--- src/rpb_pkg.sv ---
// Shared constants and types for the reduced-interface transceiver pin block
`default_nettype none
package rpb_pkg;
	// ----------------------------------------------------------------
	// Register map (byte addresses, one 32-bit word each)
	// ----------------------------------------------------------------
	localparam int ADDR_W = 5;
	localparam logic [ADDR_W-1:0] REG_WAKEUP_CTRL = 5'h00;
	localparam logic [ADDR_W-1:0] REG_STATUS = 5'h04;
	localparam logic [ADDR_W-1:0] REG_CLEAR = 5'h08;
	localparam logic [ADDR_W-1:0] REG_ENABLE = 5'h0C;
	localparam logic [ADDR_W-1:0] REG_STRAP = 5'h10;
	// ----------------------------------------------------------------
	// Wakeup control fields: indicator function selects
	// ----------------------------------------------------------------
	localparam int SEL_W = 2;
	localparam int LED_A_SEL_LSB = 0;
	localparam int LED_B_SEL_LSB = 2;
	localparam int WAKEUP_CTRL_W = 4;
	localparam logic [WAKEUP_CTRL_W-1:0] WAKEUP_CTRL_RST = 4'h4;
	localparam logic [SEL_W-1:0] LEDSEL_ACTIVITY = 2'h0;
	localparam logic [SEL_W-1:0] LEDSEL_SPEED = 2'h1;
	localparam logic [SEL_W-1:0] LEDSEL_IRQ = 2'h2;
	localparam logic [SEL_W-1:0] LEDSEL_WAKE = 2'h3;
	// ----------------------------------------------------------------
	// Event bits of status, clear and enable registers
	// ----------------------------------------------------------------
	localparam int EV_W = 4;
	localparam int EV_FRAME = 0;
	localparam int EV_RXERR = 1;
	localparam int EV_LINK = 2;
	localparam int EV_WAKE = 3;
	localparam logic [EV_W-1:0] EV_RST = 4'h0;
	// ----------------------------------------------------------------
	// Strap readback layout and defaults (pull-up / pull-down levels)
	// ----------------------------------------------------------------
	localparam int STRAP_W = 5;
	localparam logic [2:0] OPMODE_DEFAULT = 3'h7;
	localparam logic MGMT_ADDR_DEFAULT = 1'b0;
	localparam logic IRQ_SEL_DEFAULT = 1'b1;
	// Covers the four edges the strap synchroniser needs plus the edge that latches its output
	localparam int STRAP_SETTLE = 5;
	// ----------------------------------------------------------------
	// Receive path constants
	// ----------------------------------------------------------------
	localparam logic [7:0] SFD_BYTE = 8'hAB;
	localparam logic [1:0] DIBIT_IDLE = 2'h0;

	typedef struct packed {
		logic carrier;
		logic err;
		logic [1:0] dibit;
	} rpb_rx_line_t;

	typedef struct packed {
		logic [2:0] opmode;
		logic mgmt_addr;
		logic irq_pin_sel;
	} rpb_straps_t;

	localparam rpb_straps_t STRAPS_DEFAULT = '{OPMODE_DEFAULT, MGMT_ADDR_DEFAULT, IRQ_SEL_DEFAULT};
endpackage : rpb_pkg
`default_nettype wire

--- src/rpb_sync3.sv ---
// Three-stage synchroniser that accepts a change once stages two and three agree
`default_nettype none
`timescale 1ns/1ps
module rpb_sync3 #(
	parameter int W = 1,
	parameter logic [W-1:0] RST_VAL = '0
) (
	input wire logic clk, // Core clock
	input wire logic sys_rst, // Synchronous reset
	input wire logic [W-1:0] async_in, // Pin level
	output logic [W-1:0] sync_out // Filtered level
);
	if (W < 1)
	begin : g_bad_width
		$error("rpb_sync3: W must be at least 1");
	end

	logic [W-1:0] s1_reg, s1_next, s2_reg, s2_next, s3_reg, s3_next, out_reg, out_next;

	always_comb
	begin
		s1_next = async_in;
		s2_next = s1_reg;
		s3_next = s2_reg;
		out_next = (s2_reg == s3_reg) ? s3_reg : out_reg;
	end

	always_ff @(posedge clk)
	begin
		if (sys_rst)
		begin
			s1_reg <= RST_VAL;
			s2_reg <= RST_VAL;
			s3_reg <= RST_VAL;
			out_reg <= RST_VAL;
		end
		else
		begin
			s1_reg <= s1_next;
			s2_reg <= s2_next;
			s3_reg <= s3_next;
			out_reg <= out_next;
		end
	end

	assign sync_out = out_reg;
endmodule : rpb_sync3
`default_nettype wire

--- src/rpb_strap.sv ---
// Configuration strap capture window and latch
`default_nettype none
`timescale 1ns/1ps
module rpb_strap
	import rpb_pkg::*;
(
	input wire logic clk, // Core clock
	input wire logic sys_rst, // Power-on reset, synchronous
	input wire logic pin_rst, // Synchronised system reset pin, active high
	input wire rpb_straps_t straps_in, // Synchronised strap levels
	output rpb_straps_t straps_out // Latched straps
);
	rpb_straps_t latch_reg, latch_next;
	logic [2:0] settle_reg, settle_next;
	logic capture;

	// Keep capturing a few cycles past release so the synchronisers have settled
	assign capture = pin_rst || (settle_reg != 3'h0);

	always_comb
	begin
		settle_next = pin_rst ? 3'(STRAP_SETTLE) : (settle_reg != 3'h0 ? settle_reg - 3'h1 : settle_reg);
		latch_next = capture ? straps_in : latch_reg;
	end

	always_ff @(posedge clk)
	begin
		if (sys_rst)
		begin
			settle_reg <= 3'(STRAP_SETTLE);
			latch_reg <= STRAPS_DEFAULT;
		end
		else
		begin
			settle_reg <= settle_next;
			latch_reg <= latch_next;
		end
	end

	assign straps_out = latch_reg;

	strap_hold_a: assert property (@(posedge clk) disable iff (sys_rst)
		!capture && !$past(capture) |-> latch_reg == $past(latch_reg))
		else $error("Straps changed outside the capture window");
endmodule : rpb_strap
`default_nettype wire

--- src/rpb_top.sv ---
// Reduced-interface transceiver pin behaviour: receive gating, straps, indicators, interrupts
`default_nettype none
`timescale 1ns/1ps
module rpb_top
	import rpb_pkg::*;
(
	input wire logic clk, // 50 MHz interface reference clock
	input wire logic sys_rst, // Power-on reset, synchronous, active high
	input wire logic system_reset_n, // External system reset pin, active low
	input wire logic refclk_src, // 50 MHz derived from the 25 MHz crystal
	input wire logic [1:0] txd, // Transmit data from the MAC
	input wire logic tx_en, // Transmit enable from the MAC
	output logic [1:0] rxd, // Receive data to the MAC
	output logic crs_dv, // Carrier sense / data valid
	output logic rx_er, // Receive error
	output logic [1:0] tx_line_dibit, // Transmit dibit toward the encoder
	output logic tx_line_en, // Transmit enable toward the encoder
	input wire rpb_rx_line_t rx_line, // Decoded receive stream from the line side
	input wire logic line_speed_10, // Link runs at 10 Mb/s
	input wire logic line_full_duplex, // Link runs full duplex
	input wire logic line_link_up, // Link established
	input wire logic wake_detect, // Wake frame detected, one-cycle pulse
	input wire logic opmode_strap_bit0, // Operating-mode strap bit 0
	input wire logic opmode_strap_bit1, // Operating-mode strap bit 1
	input wire logic opmode_strap_bit2, // Operating-mode strap bit 2
	input wire logic mgmt_addr_strap, // Management address strap
	input wire logic irq_pin_select_strap, // Shared pin function strap
	output logic [2:0] default_opmode, // Latched operating mode
	output logic mgmt_addr, // Latched management address bit
	output logic indicator_out_a, // First indicator
	output logic indicator_out_b, // Second indicator
	output logic irq_out_n, // Interrupt, active low
	output logic wake_event_out_n, // Wake event, active low
	output logic shared_pin_o, // Interrupt/clock pin level
	output logic shared_pin_oe, // Interrupt/clock pin drive enable
	output logic irq, // Level interrupt, active high
	input wire logic [ADDR_W-1:0] avs_address, // Byte address
	input wire logic avs_read, // Read request
	input wire logic avs_write, // Write request
	input wire logic [31:0] avs_writedata, // Write data
	input wire logic [3:0] avs_byteenable, // Byte enables
	output logic [31:0] avs_readdata, // Read data
	output logic avs_waitrequest // Wait request
);
	// ----------------------------------------------------------------
	// Reset pin and straps
	// ----------------------------------------------------------------
	logic rst_pin_n_sync, pin_rst, rst_int;
	rpb_straps_t straps_raw, straps;

	rpb_sync3 #(.W(1), .RST_VAL(1'b1)) u_rst_sync (
		.clk(clk),
		.sys_rst(sys_rst),
		.async_in(system_reset_n),
		.sync_out(rst_pin_n_sync)
	);

	rpb_sync3 #(.W(STRAP_W), .RST_VAL(STRAPS_DEFAULT)) u_strap_sync (
		.clk(clk),
		.sys_rst(sys_rst),
		.async_in({opmode_strap_bit2, opmode_strap_bit1, opmode_strap_bit0, mgmt_addr_strap, irq_pin_select_strap}),
		.sync_out(straps_raw)
	);

	assign pin_rst = !rst_pin_n_sync;
	assign rst_int = sys_rst || pin_rst;

	rpb_strap u_strap (
		.clk(clk),
		.sys_rst(sys_rst),
		.pin_rst(pin_rst),
		.straps_in(straps_raw),
		.straps_out(straps)
	);

	assign default_opmode = straps.opmode;
	assign mgmt_addr = straps.mgmt_addr;

	// ----------------------------------------------------------------
	// Transmit staging and receive gating
	// ----------------------------------------------------------------
	typedef enum {RX_IDLE, RX_HUNT, RX_PASS} rpb_rx_state_t;
	rpb_rx_state_t state_reg, state_next;
	logic [7:0] shift_reg, shift_next;
	logic [1:0] rxd_reg, rxd_next, txd_reg, txd_next;
	logic crs_reg, crs_next, er_reg, er_next, txen_reg, txen_next;
	logic echo_block, live, sfd_hit, frame_start;

	// Half-duplex 10 Mb/s carrier during our own transmit is our echo
	assign echo_block = line_speed_10 && !line_full_duplex && txen_reg;
	assign live = rx_line.carrier && !echo_block;
	assign sfd_hit = (shift_next == SFD_BYTE);

	always_comb
	begin
		txd_next = txd;
		txen_next = tx_en;
		shift_next = live ? {rx_line.dibit, shift_reg[7:2]} : 8'h00;
		state_next = state_reg;
		case (state_reg)
			RX_IDLE:
			begin
				if (live)
					state_next = line_speed_10 ? RX_HUNT : RX_PASS;
			end
			RX_HUNT:
			begin
				if (!live)
					state_next = RX_IDLE;
				else if (sfd_hit)
					state_next = RX_PASS;
			end
			RX_PASS:
			begin
				if (!live)
					state_next = RX_IDLE;
			end
			default: state_next = RX_IDLE;
		endcase
		crs_next = live;
		// Data passes two bits per clock; 10 Mb/s waits for the delimiter
		rxd_next = (live && (!line_speed_10 || state_reg == RX_PASS)) ? rx_line.dibit : DIBIT_IDLE;
		er_next = live && rx_line.err;
	end

	assign frame_start = (state_next == RX_PASS) && (state_reg != RX_PASS);

	always_ff @(posedge clk)
	begin
		if (rst_int)
		begin
			state_reg <= RX_IDLE;
			shift_reg <= 8'h00;
			rxd_reg <= DIBIT_IDLE;
			crs_reg <= 1'b0;
			er_reg <= 1'b0;
			txd_reg <= DIBIT_IDLE;
			txen_reg <= 1'b0;
		end
		else
		begin
			state_reg <= state_next;
			shift_reg <= shift_next;
			rxd_reg <= rxd_next;
			crs_reg <= crs_next;
			er_reg <= er_next;
			txd_reg <= txd_next;
			txen_reg <= txen_next;
		end
	end

	assign rxd = rxd_reg;
	assign crs_dv = crs_reg;
	assign rx_er = er_reg;
	assign tx_line_dibit = txd_reg;
	assign tx_line_en = txen_reg;

	// ----------------------------------------------------------------
	// Registers, events and indicators
	// ----------------------------------------------------------------
	logic [WAKEUP_CTRL_W-1:0] wakeup_ctrl_status_reg, wakeup_ctrl_status_next;
	logic [EV_W-1:0] status_reg, status_next, enable_reg, enable_next, ev_set, ev_clr;
	logic [31:0] rdata_reg, rdata_next;
	logic ack_reg, ack_next, link_reg, link_next, irq_reg, irq_next;
	logic led_a_reg, led_a_next, led_b_reg, led_b_next, wake_reg, wake_next;
	logic wr_lo, activity;

	assign wr_lo = avs_write && ack_reg && avs_byteenable[0];
	assign activity = crs_reg || txen_reg;

	function automatic logic led_pick(input logic [SEL_W-1:0] sel, input logic act, input logic spd,
		input logic irq_n, input logic wake_n);
		case (sel)
			LEDSEL_ACTIVITY: led_pick = act;
			LEDSEL_SPEED: led_pick = spd;
			LEDSEL_IRQ: led_pick = irq_n;
			default: led_pick = wake_n;
		endcase
	endfunction : led_pick

	always_comb
	begin
		ack_next = (avs_read || avs_write) && !ack_reg;
		link_next = line_link_up;
		ev_set = '0;
		ev_set[EV_FRAME] = frame_start;
		ev_set[EV_RXERR] = er_next && !er_reg;
		ev_set[EV_LINK] = line_link_up != link_reg;
		ev_set[EV_WAKE] = wake_detect;
		ev_clr = (wr_lo && avs_address == REG_CLEAR) ? avs_writedata[EV_W-1:0] : '0;
		// A new event wins over a clear in the same cycle
		status_next = (status_reg & ~ev_clr) | ev_set;
		enable_next = (wr_lo && avs_address == REG_ENABLE) ? avs_writedata[EV_W-1:0] : enable_reg;
		wakeup_ctrl_status_next = (wr_lo && avs_address == REG_WAKEUP_CTRL) ?
			avs_writedata[WAKEUP_CTRL_W-1:0] : wakeup_ctrl_status_reg;
		irq_next = |(status_next & enable_next);
		wake_next = status_next[EV_WAKE];
		led_a_next = led_pick(wakeup_ctrl_status_next[LED_A_SEL_LSB +: SEL_W], activity, line_speed_10,
			!irq_next, !wake_next);
		led_b_next = led_pick(wakeup_ctrl_status_next[LED_B_SEL_LSB +: SEL_W], activity, line_speed_10,
			!irq_next, !wake_next);
		rdata_next = rdata_reg;
		if (avs_read && !ack_reg)
		begin
			case (avs_address)
				REG_WAKEUP_CTRL: rdata_next = {{(32-WAKEUP_CTRL_W){1'b0}}, wakeup_ctrl_status_reg};
				REG_STATUS: rdata_next = {{(32-EV_W){1'b0}}, status_reg};
				REG_ENABLE: rdata_next = {{(32-EV_W){1'b0}}, enable_reg};
				REG_STRAP: rdata_next = {{(32-STRAP_W){1'b0}}, straps};
				default: rdata_next = 32'h0000_0000;
			endcase
		end
	end

	always_ff @(posedge clk)
	begin
		if (rst_int)
		begin
			ack_reg <= 1'b0;
			link_reg <= 1'b0;
			status_reg <= EV_RST;
			enable_reg <= EV_RST;
			wakeup_ctrl_status_reg <= WAKEUP_CTRL_RST;
			irq_reg <= 1'b0;
			wake_reg <= 1'b0;
			led_a_reg <= 1'b0;
			led_b_reg <= 1'b0;
			rdata_reg <= 32'h0000_0000;
		end
		else
		begin
			ack_reg <= ack_next;
			link_reg <= link_next;
			status_reg <= status_next;
			enable_reg <= enable_next;
			wakeup_ctrl_status_reg <= wakeup_ctrl_status_next;
			irq_reg <= irq_next;
			wake_reg <= wake_next;
			led_a_reg <= led_a_next;
			led_b_reg <= led_b_next;
			rdata_reg <= rdata_next;
		end
	end

	assign avs_waitrequest = (avs_read || avs_write) && !ack_reg;
	assign avs_readdata = rdata_reg;
	assign irq = irq_reg;
	assign irq_out_n = !irq_reg;
	assign wake_event_out_n = !wake_reg;
	assign indicator_out_a = led_a_reg;
	assign indicator_out_b = led_b_reg;

	// ----------------------------------------------------------------
	// Shared interrupt / reference clock pin
	// ----------------------------------------------------------------
	// Open-drain interrupt pulls low only; the clock is a straight pass of the derived source
	assign shared_pin_o = straps.irq_pin_sel ? 1'b0 : refclk_src;
	assign shared_pin_oe = straps.irq_pin_sel ? irq_reg : 1'b1;

	// ----------------------------------------------------------------
	// Checks
	// ----------------------------------------------------------------
	crs_follow_a: assert property (@(posedge clk) disable iff (rst_int)
		rx_line.carrier && !echo_block |=> crs_dv)
		else $error("Carrier sense missed a busy medium");
	hunt_hold_a: assert property (@(posedge clk) disable iff (rst_int)
		state_reg == RX_HUNT && line_speed_10 |=> rxd == DIBIT_IDLE)
		else $error("Data leaked before the delimiter");
	rx_err_a: assert property (@(posedge clk) disable iff (rst_int)
		live && rx_line.err |=> rx_er && crs_dv)
		else $error("Receive error not flagged");
	no_echo_a: assert property (@(posedge clk) disable iff (rst_int)
		line_speed_10 && !line_full_duplex && txen_reg |=> !crs_dv && rxd == DIBIT_IDLE)
		else $error("Own transmission echoed");
	fast_pass_a: assert property (@(posedge clk) disable iff (rst_int)
		!line_speed_10 && live |=> rxd == $past(rx_line.dibit))
		else $error("Dibit not passed at 100 Mb/s");
	irq_level_a: assert property (@(posedge clk) disable iff (rst_int)
		irq == |(status_reg & enable_reg) && irq_out_n == !irq)
		else $error("Interrupt level does not follow enabled status");
	led_speed_a: assert property (@(posedge clk) disable iff (rst_int)
		wakeup_ctrl_status_next[LED_A_SEL_LSB +: SEL_W] == LEDSEL_SPEED |=> indicator_out_a == $past(line_speed_10))
		else $error("Indicator does not show speed");
	wake_pin_a: assert property (@(posedge clk) disable iff (rst_int)
		wake_detect |=> !wake_event_out_n && status_reg[EV_WAKE])
		else $error("Wake event not shown");
	shared_irq_a: assert property (@(posedge clk) disable iff (rst_int)
		straps.irq_pin_sel |-> shared_pin_oe == irq_reg && !shared_pin_o)
		else $error("Shared pin not carrying interrupt");
	bus_answer_a: assert property (@(posedge clk) disable iff (rst_int)
		(avs_read || avs_write) |-> ##[0:1] !avs_waitrequest)
		else $error("Bus answer too late");
	cover_10m_frame: cover property (@(posedge clk) disable iff (rst_int)
		state_reg == RX_HUNT ##1 state_reg == RX_PASS);
	cover_rx_error: cover property (@(posedge clk) disable iff (rst_int) rx_er && crs_dv);
	cover_irq: cover property (@(posedge clk) disable iff (rst_int) !irq_out_n);
endmodule : rpb_top
`default_nettype wire

--- config.mk ---
export PLATFORM = sky130hd
export DESIGN_NAME = rpb_top
export DESIGN_NICKNAME = d
export VERILOG_FILES = /design/src/rpb_pkg.sv /design/src/rpb_sync3.sv /design/src/rpb_strap.sv /design/src/rpb_top.sv
export SDC_FILE = /design/constraint.sdc
export NUM_CORES = 1
export LEC_CHECK = 0
export BUFFER_PORTS_ARGS = -buffer_cell sky130_fd_sc_hd__buf_2
export CORE_MARGIN = 2
export CORE_UTILIZATION = 54
export DETAILED_ROUTE_END_ITERATION = 10
export HOLD_SLACK_MARGIN = 0.03
export PLACE_DENSITY = 0.84
export SYNTH_ARGS = -nofsm -noshare
export SYNTH_HDL_FRONTEND = slang
export SYNTH_SLANG_ARGS = --single-unit
--- constraint.sdc ---
create_clock -name clk -period 5.3 [get_ports clk]
set_input_delay 0.265 -clock clk [delete_from_list [all_inputs] [get_ports clk]]
set_output_delay 0.265 -clock clk [all_outputs]
set_load 0.02 [all_outputs]
Word level (Yosys, flattened, before mapping)
Cells that the tools add are included.
Widths: inputs -> output; s select.
- $add $sub $neg: 1
- equal/unequal tests: 17
- mux-type cells: 15
- bitwise gates (word level): 6
- reduce and logical (&&, ||, !) cells: 37
- operator list (cell ; count):
    $mux 32 ; 4
    $pmux 32 s3 ; 1
    $eq 32x3->1 const B ; 2
    $eq 32x1->1 const B ; 1
    $eq 32x2->1 const B ; 1
    $logic_not 32->1 ; 1
    $ne 32x3->1 const B ; 1
    $pmux 5 s4 ; 1
    $logic_and 1x1->1 ; 14
    $mux 4 ; 3
    $eq 5x4->1 const B ; 2
    $logic_not 1->1 ; 10
    $and 4x4->4 ; 2
    $eq 8x8->1 const B ; 1
    $mux 8 ; 1
    $pmux 1 s3 ; 2
    $eq 5x3->1 const B ; 1
    $eq 5x5->1 ; 1
    $eq 5x5->1 const B ; 1
    $logic_not 5->1 ; 1
    $logic_or 1x1->1 ; 5
    $eq 2x1->1 const B ; 2
    $eq 2x2->1 const B ; 2
    $logic_not 2->1 ; 2
    other kinds (11) ; 14
- register bits after elaboration: 129
- bits of input ports: 63
- output and inout bits: 51

Depth between registers and ports, before layout
- depth in word-level cells: 17
- mapped depth: 8
- gate-level depth less buffers: 6

Cells and area by module
From an unflattened synthesis, not the netlist that was laid out.
- cells, all modules: 346
- area, all modules: 3594.7 um^2
- by module, submodules not included (module ; times used ; cells an instance ; area an instance (um^2) ; seq. area each (um^2)):
    rpb_top ; 1 ; 237 ; 2461.1 ; 1341.3
    rpb_sync3 at u_strap_sync ; 1 ; 62 ; 684.4 ; 400.4
    rpb_strap ; 1 ; 37 ; 334.1 ; 160.2
    rpb_sync3 at u_rst_sync ; 1 ; 10 ; 115.1 ; 80.1

Worst setup path before layout
Ideal clock, no wire load.
- path type: input -> register
- start point: in avs_address[3]
- end point: reg led_a_reg, in the netlist indicator_out_a
- library setup time: 86 ps
- arrival time: 2421 ps
- data required time: 5214 ps
- path slack: 2793 ps
- stages on the path: 8
- cell sequence: buf_6 or4_1 clkbuf_1 nor2_1 mux2i_1 inv_1 or4b_1 a221oi_2
- longest elaborated chain between the ends: 10
- elaborated cells between the ends (all ways): 20
- ends and longest elaborated chain (what ; line ; text):
    start: declaration ; rpb_top.sv:37 ; input wire logic [ADDR_W-1:0] avs_address,
    $eq 5x4->1 ; rpb_top.sv:190 ; ev_clr = (wr_lo && avs_address == REG_CLEAR) ? avs_writedata[EV_W-1:0] : '0;
    $logic_and 1x1->1 ; rpb_top.sv:190 ;
    $mux 4 ; rpb_top.sv:190 ;
    $not 4->4 ; rpb_top.sv:192 ; status_next = (status_reg & ~ev_clr) | ev_set;
    $and 4x4->4 ; rpb_top.sv:192 ;
    $or 4x4->4 ; rpb_top.sv:192 ;
    $and 4x4->4 ; rpb_top.sv:196 ; irq_next = |(status_next & enable_next);
    $reduce_or 4->1 ; rpb_top.sv:196 ;
    $logic_not 1->1 ; rpb_top.sv:199 ; !irq_next, !wake_next);
    $pmux 1 s3 (*) ; rpb_top.sv:173 ; case (sel)
    end signal: assignment ; rpb_top.sv:239 ; led_a_reg <= led_a_next;
    end: declaration ; rpb_top.sv:165 ; logic led_a_reg, led_a_next, led_b_reg, led_b_next, wake_reg, wake_next;
Every way passes the cells marked *; elsewhere a longest branch is shown, timed or not.
A chain may end at the register's enable or synchronous reset.

Worst setup path in the final report
Ends and elaborated chain as after synthesis.

==> results by group <==
Synth
  • Mux contribution to synthesized area: 5.618%
  • Post-Syn Area per Cell: 10.48 µm²
  • Largest family of logic cells by synthesized area: simple AND/OR/NAND/NOR gates
  • Yosys top cell by area: dfxtp_1
  • Post-synthesis simple-gate area fraction: 17.80%
  • Synth Area in Compound Gates: 8.954%
  • Mapped cell area: 3563 µm²
  • Register area share after synthesis: 55.62%
  • Ys Warns: 0
  • Synth Register Bits: 99
  • Synth unique cells: 44
  • Synth Area in XOR/XNOR: 1.721%
  • Mapped Cells: 340
  • Synth top area share: 55.62%
  • Synth Area in Adders: 0.7022%
  • Area contributors post-synth: dfxtp_1, buf_4, mux2i_1

Die
  • Die ar.: 7265 µm²
  • Row count: 29
  • Boundary Pins: 114
  • Core box area: 6350 µm²
  • Die Y: 85.24 µm
  • Initial core utilization: 56.12%
  • Die Span X: 85.24 µm

Run
  • Maxcap violations: 0

GRT
  • Pin count of the biggest net entering global routing: 32
  • Global-route wire length before repair: 9.791 mm
  • Grt total ovfl: 0
  • Initial antenna violation count: 0
  • Vias in the first global route: 2,292
  • Total GRT Usage: 17.39%

Setup path
  • Slowest cell on the critical path: or4_1
  • CP top delay family: simple AND/OR/NAND/NOR gates
  • Crit start category: input pin
  • Critical Path End: indicator_out_a
  • Worst Setup SP: avs_address[3]
  • Max FO, Critical Path: 7
  • Critical path class: input pin to flop
  • CP arrival: 2.81 ns
  • Crit-path cells: buf_2 > or4_1 > nor2_1 > mux2i_1 > inv_1 > or4b_1 > a221oi_2
  • Worst EP required: 5.56 ns
  • CP bufs+invs: 2
  • R2r setup slk: 2.75 ns
  • R2r endpoint: indicator_out_a
  • Delay of the slowest cell on the worst path: 0.61 ns
  • WP depth: 7
  • Reg2Reg Depth: 6
  • Setup crit end kind: flop
  • RR Startpoint: ack_reg

Route
  • WL final: 6.033 mm
  • Iteration-0 DRC Markers: 56
  • # DRC: 0
  • DR vias: 2,417
  • Vias per Instance: 4.805
  • Number of routed nets with antenna violations: 0
  • 1st-pass router iterations: 4
  • Avg WL per Cell: 11.99 µm

Placed design
  • GPL Wtd Cong: 0.7957
  • IO Port Bufs: 55
  • Dpl hpwl: 4.235 mm

CTS
  • Inserted Clock Buffers: 9
  • CTS tree: yes
  • Bufs on Longest Clock Path: 2
  • Clock sink total: 99
  • # Post-CTS Setup Buffers: 0
  • Hold-fix buffers at CTS: 0
  • H-tree depth: 3
  • Skew-Pair Late Insertion Delay: 0.36 ns
  • Resize count post-CTS: 0
  • Clk Tree Root Cell: clkbuf_8
  • Clk slew on worst S/H paths: 0.10 ns

Hold path
  • Hold Crit Class: input pin to flop

Timing
  • RSZ-0062 raised after global routing: false
  • Max Clk Rate: 0.3921 GHz
  • Layout Skew: 0.01318 ns
  • Worst slew pin tran: 0.9922 ns
  • Final setup violation count: 0
  • Slew headroom: 33.86%
  • Max-slew violation count: 0
  • Tmin final: 2.551 ns
  • Final TNS setup: 0 ns
  • Final hold slack: 0.07869 ns
  • Tcrit/Tclk final: 48.12%
  • Final Hold Vio Count: 0

Pwr
  • Clock power share: 33.9%
  • Internal power: 1.054 mW
  • Leak Pwr: 1.854 nW
  • Part of the power in registers: 56.5%
  • VDD IR max: 284.5 µV
  • Switching Share: 25.59%
  • Logic gate share of total power: 9.5%
  • Total power draw: 1.417 mW
  • Power per Cell Area: 348.7 nW/µm²
  • Net Switching: 362.6 µW

Status
  • Outcome: finished clean

Cells and area
  • Ratio of cells with drive above 1 in the final layout: 22.30%
  • Diode count: 0
  • Max reg flops: 32
  • Area growth from synthesis to layout: 14.01%
  • Nets@finish: 486
  • Most frequent cells in the layout: dfxtp_1, conb_1, buf_2
  • Commonest non-fill, non-tap cell in the layout: dfxtp_1
power groups by stage:
stage	logic (mW)	registers, mW	clock network, mW
floorplan	0.112	0.820	0
global placement	0.130	0.816	0
detailed placement	0.134	0.818	0
CTS	0.135	0.801	0.492
global route	0.153	0.805	0.522
finish	0.135	0.801	0.481
per-stage QoR:
stage               instances  setup slack [ns]  utilization, %  instance area (µm²)
finish                    503             2.749           63.98                 4063
global route              503             2.574           63.98                 4063
detailed placement        487             2.439           60.85                 3864
floorplan                 396             2.793               -                 3774
global placement          487             2.499           60.85                 3864
CTS                       503             2.789           63.98                 4063
worst register-to-register path: stages (launching register included):
cell	delay, ns
dfxtp_1	0.40
nand4b_1	0.26
nor2_1	0.46
mux2i_1	0.42
inv_1	0.10
or4b_1	0.54
a221oi_2	0.26
metal layers:
| layer | global-route usage, % | wire length [µm] |
|---|---|---|
| met3 | 5.447 | 385 |
| met5 | 0 | 0 |
| met1 | 18.94 | 2502 |
| met2 | 30.26 | 2991 |
| met4 | 8.947 | 153 |
Yosys cell counts:
| master | number |
|---|---|
| dfxtp_1 | 99 |
| nor2_1 | 35 |
| buf_4 | 30 |
| mux2i_1 | 20 |
| or2_2 | 16 |
| inv_1 | 15 |
| and2_1 | 12 |
| nand2_1 | 12 |
| nor2b_1 | 11 |
| clkbuf_1 | 9 |
| a211o_1 | 8 |
| nor4_1 | 8 |
| a21oi_1 | 6 |
| o21ai_1 | 6 |
| nor3_1 | 4 |
| o221ai_1 | 4 |
| xnor2_1 | 4 |
| or4b_1 | 3 |
| xor2_1 | 3 |
| a211oi_1 | 2 |
| a221oi_2 | 2 |
| buf_6 | 2 |
| ha_1 | 2 |
| nand2b_1 | 2 |
| nand3b_1 | 2 |
| nand4b_1 | 2 |
| o31a_2 | 2 |
| o31ai_1 | 2 |
| or4b_4 | 2 |
| a31oi_1 | 1 |
| a32oi_1 | 1 |
| and3_1 | 1 |
| conb_1 | 1 |
| nand3_1 | 1 |
| nand4_1 | 1 |
| nor4bb_1 | 1 |
| o21ai_0 | 1 |
| o21ai_4 | 1 |
| o21bai_1 | 1 |
| o22a_1 | 1 |
| o22ai_2 | 1 |
| o31a_1 | 1 |
| or3_1 | 1 |
| or4_1 | 1 |
kinds of logic after synthesis:
kind of cell | Yosys count
AOI/OAI and AO/OA | 40
DFF | 99
buffers and inverters | 56
other | 1
xor gates and xnor gates | 7
adders and majority gates | 2
muxes | 20
and+or+nand+nor | 115
worst min path at each step:
| stage | cells after the start | start | endpoint |
|---|---|---|---|
| 3_3_place_gp | 1 | u_strap_sync.s1_reg[4] | u_strap_sync.s2_reg[4] |
| 3_5_place_dp | 1 | u_strap_sync.s1_reg[4] | u_strap_sync.s2_reg[4] |
| 4_1_cts | 2 | opmode_strap_bit2 | u_strap_sync.s1_reg[4] |
| 6_report | 2 | opmode_strap_bit2 | u_strap_sync.s1_reg[4] |
| 5_1_grt | 2 | irq_pin_select_strap | u_strap_sync.s1_reg[0] |
| 2_1_floorplan | 1 | system_reset_n | u_rst_sync.s1_reg |
area by class of cell:
class / count / area, µm²
Clock buffer: 9 / 123.9
Clock inverter: 7 / 75.07
Fill cell: 511 / 2287
Inverter: 15 / 56.30
Multi-Input combinational cell: 241 / 1454
Sequential cell: 99 / 1982
Tap cell: 77 / 96.34
Timing Repair Buffer: 55 / 275.3
(Power assumes the default switching activity.)
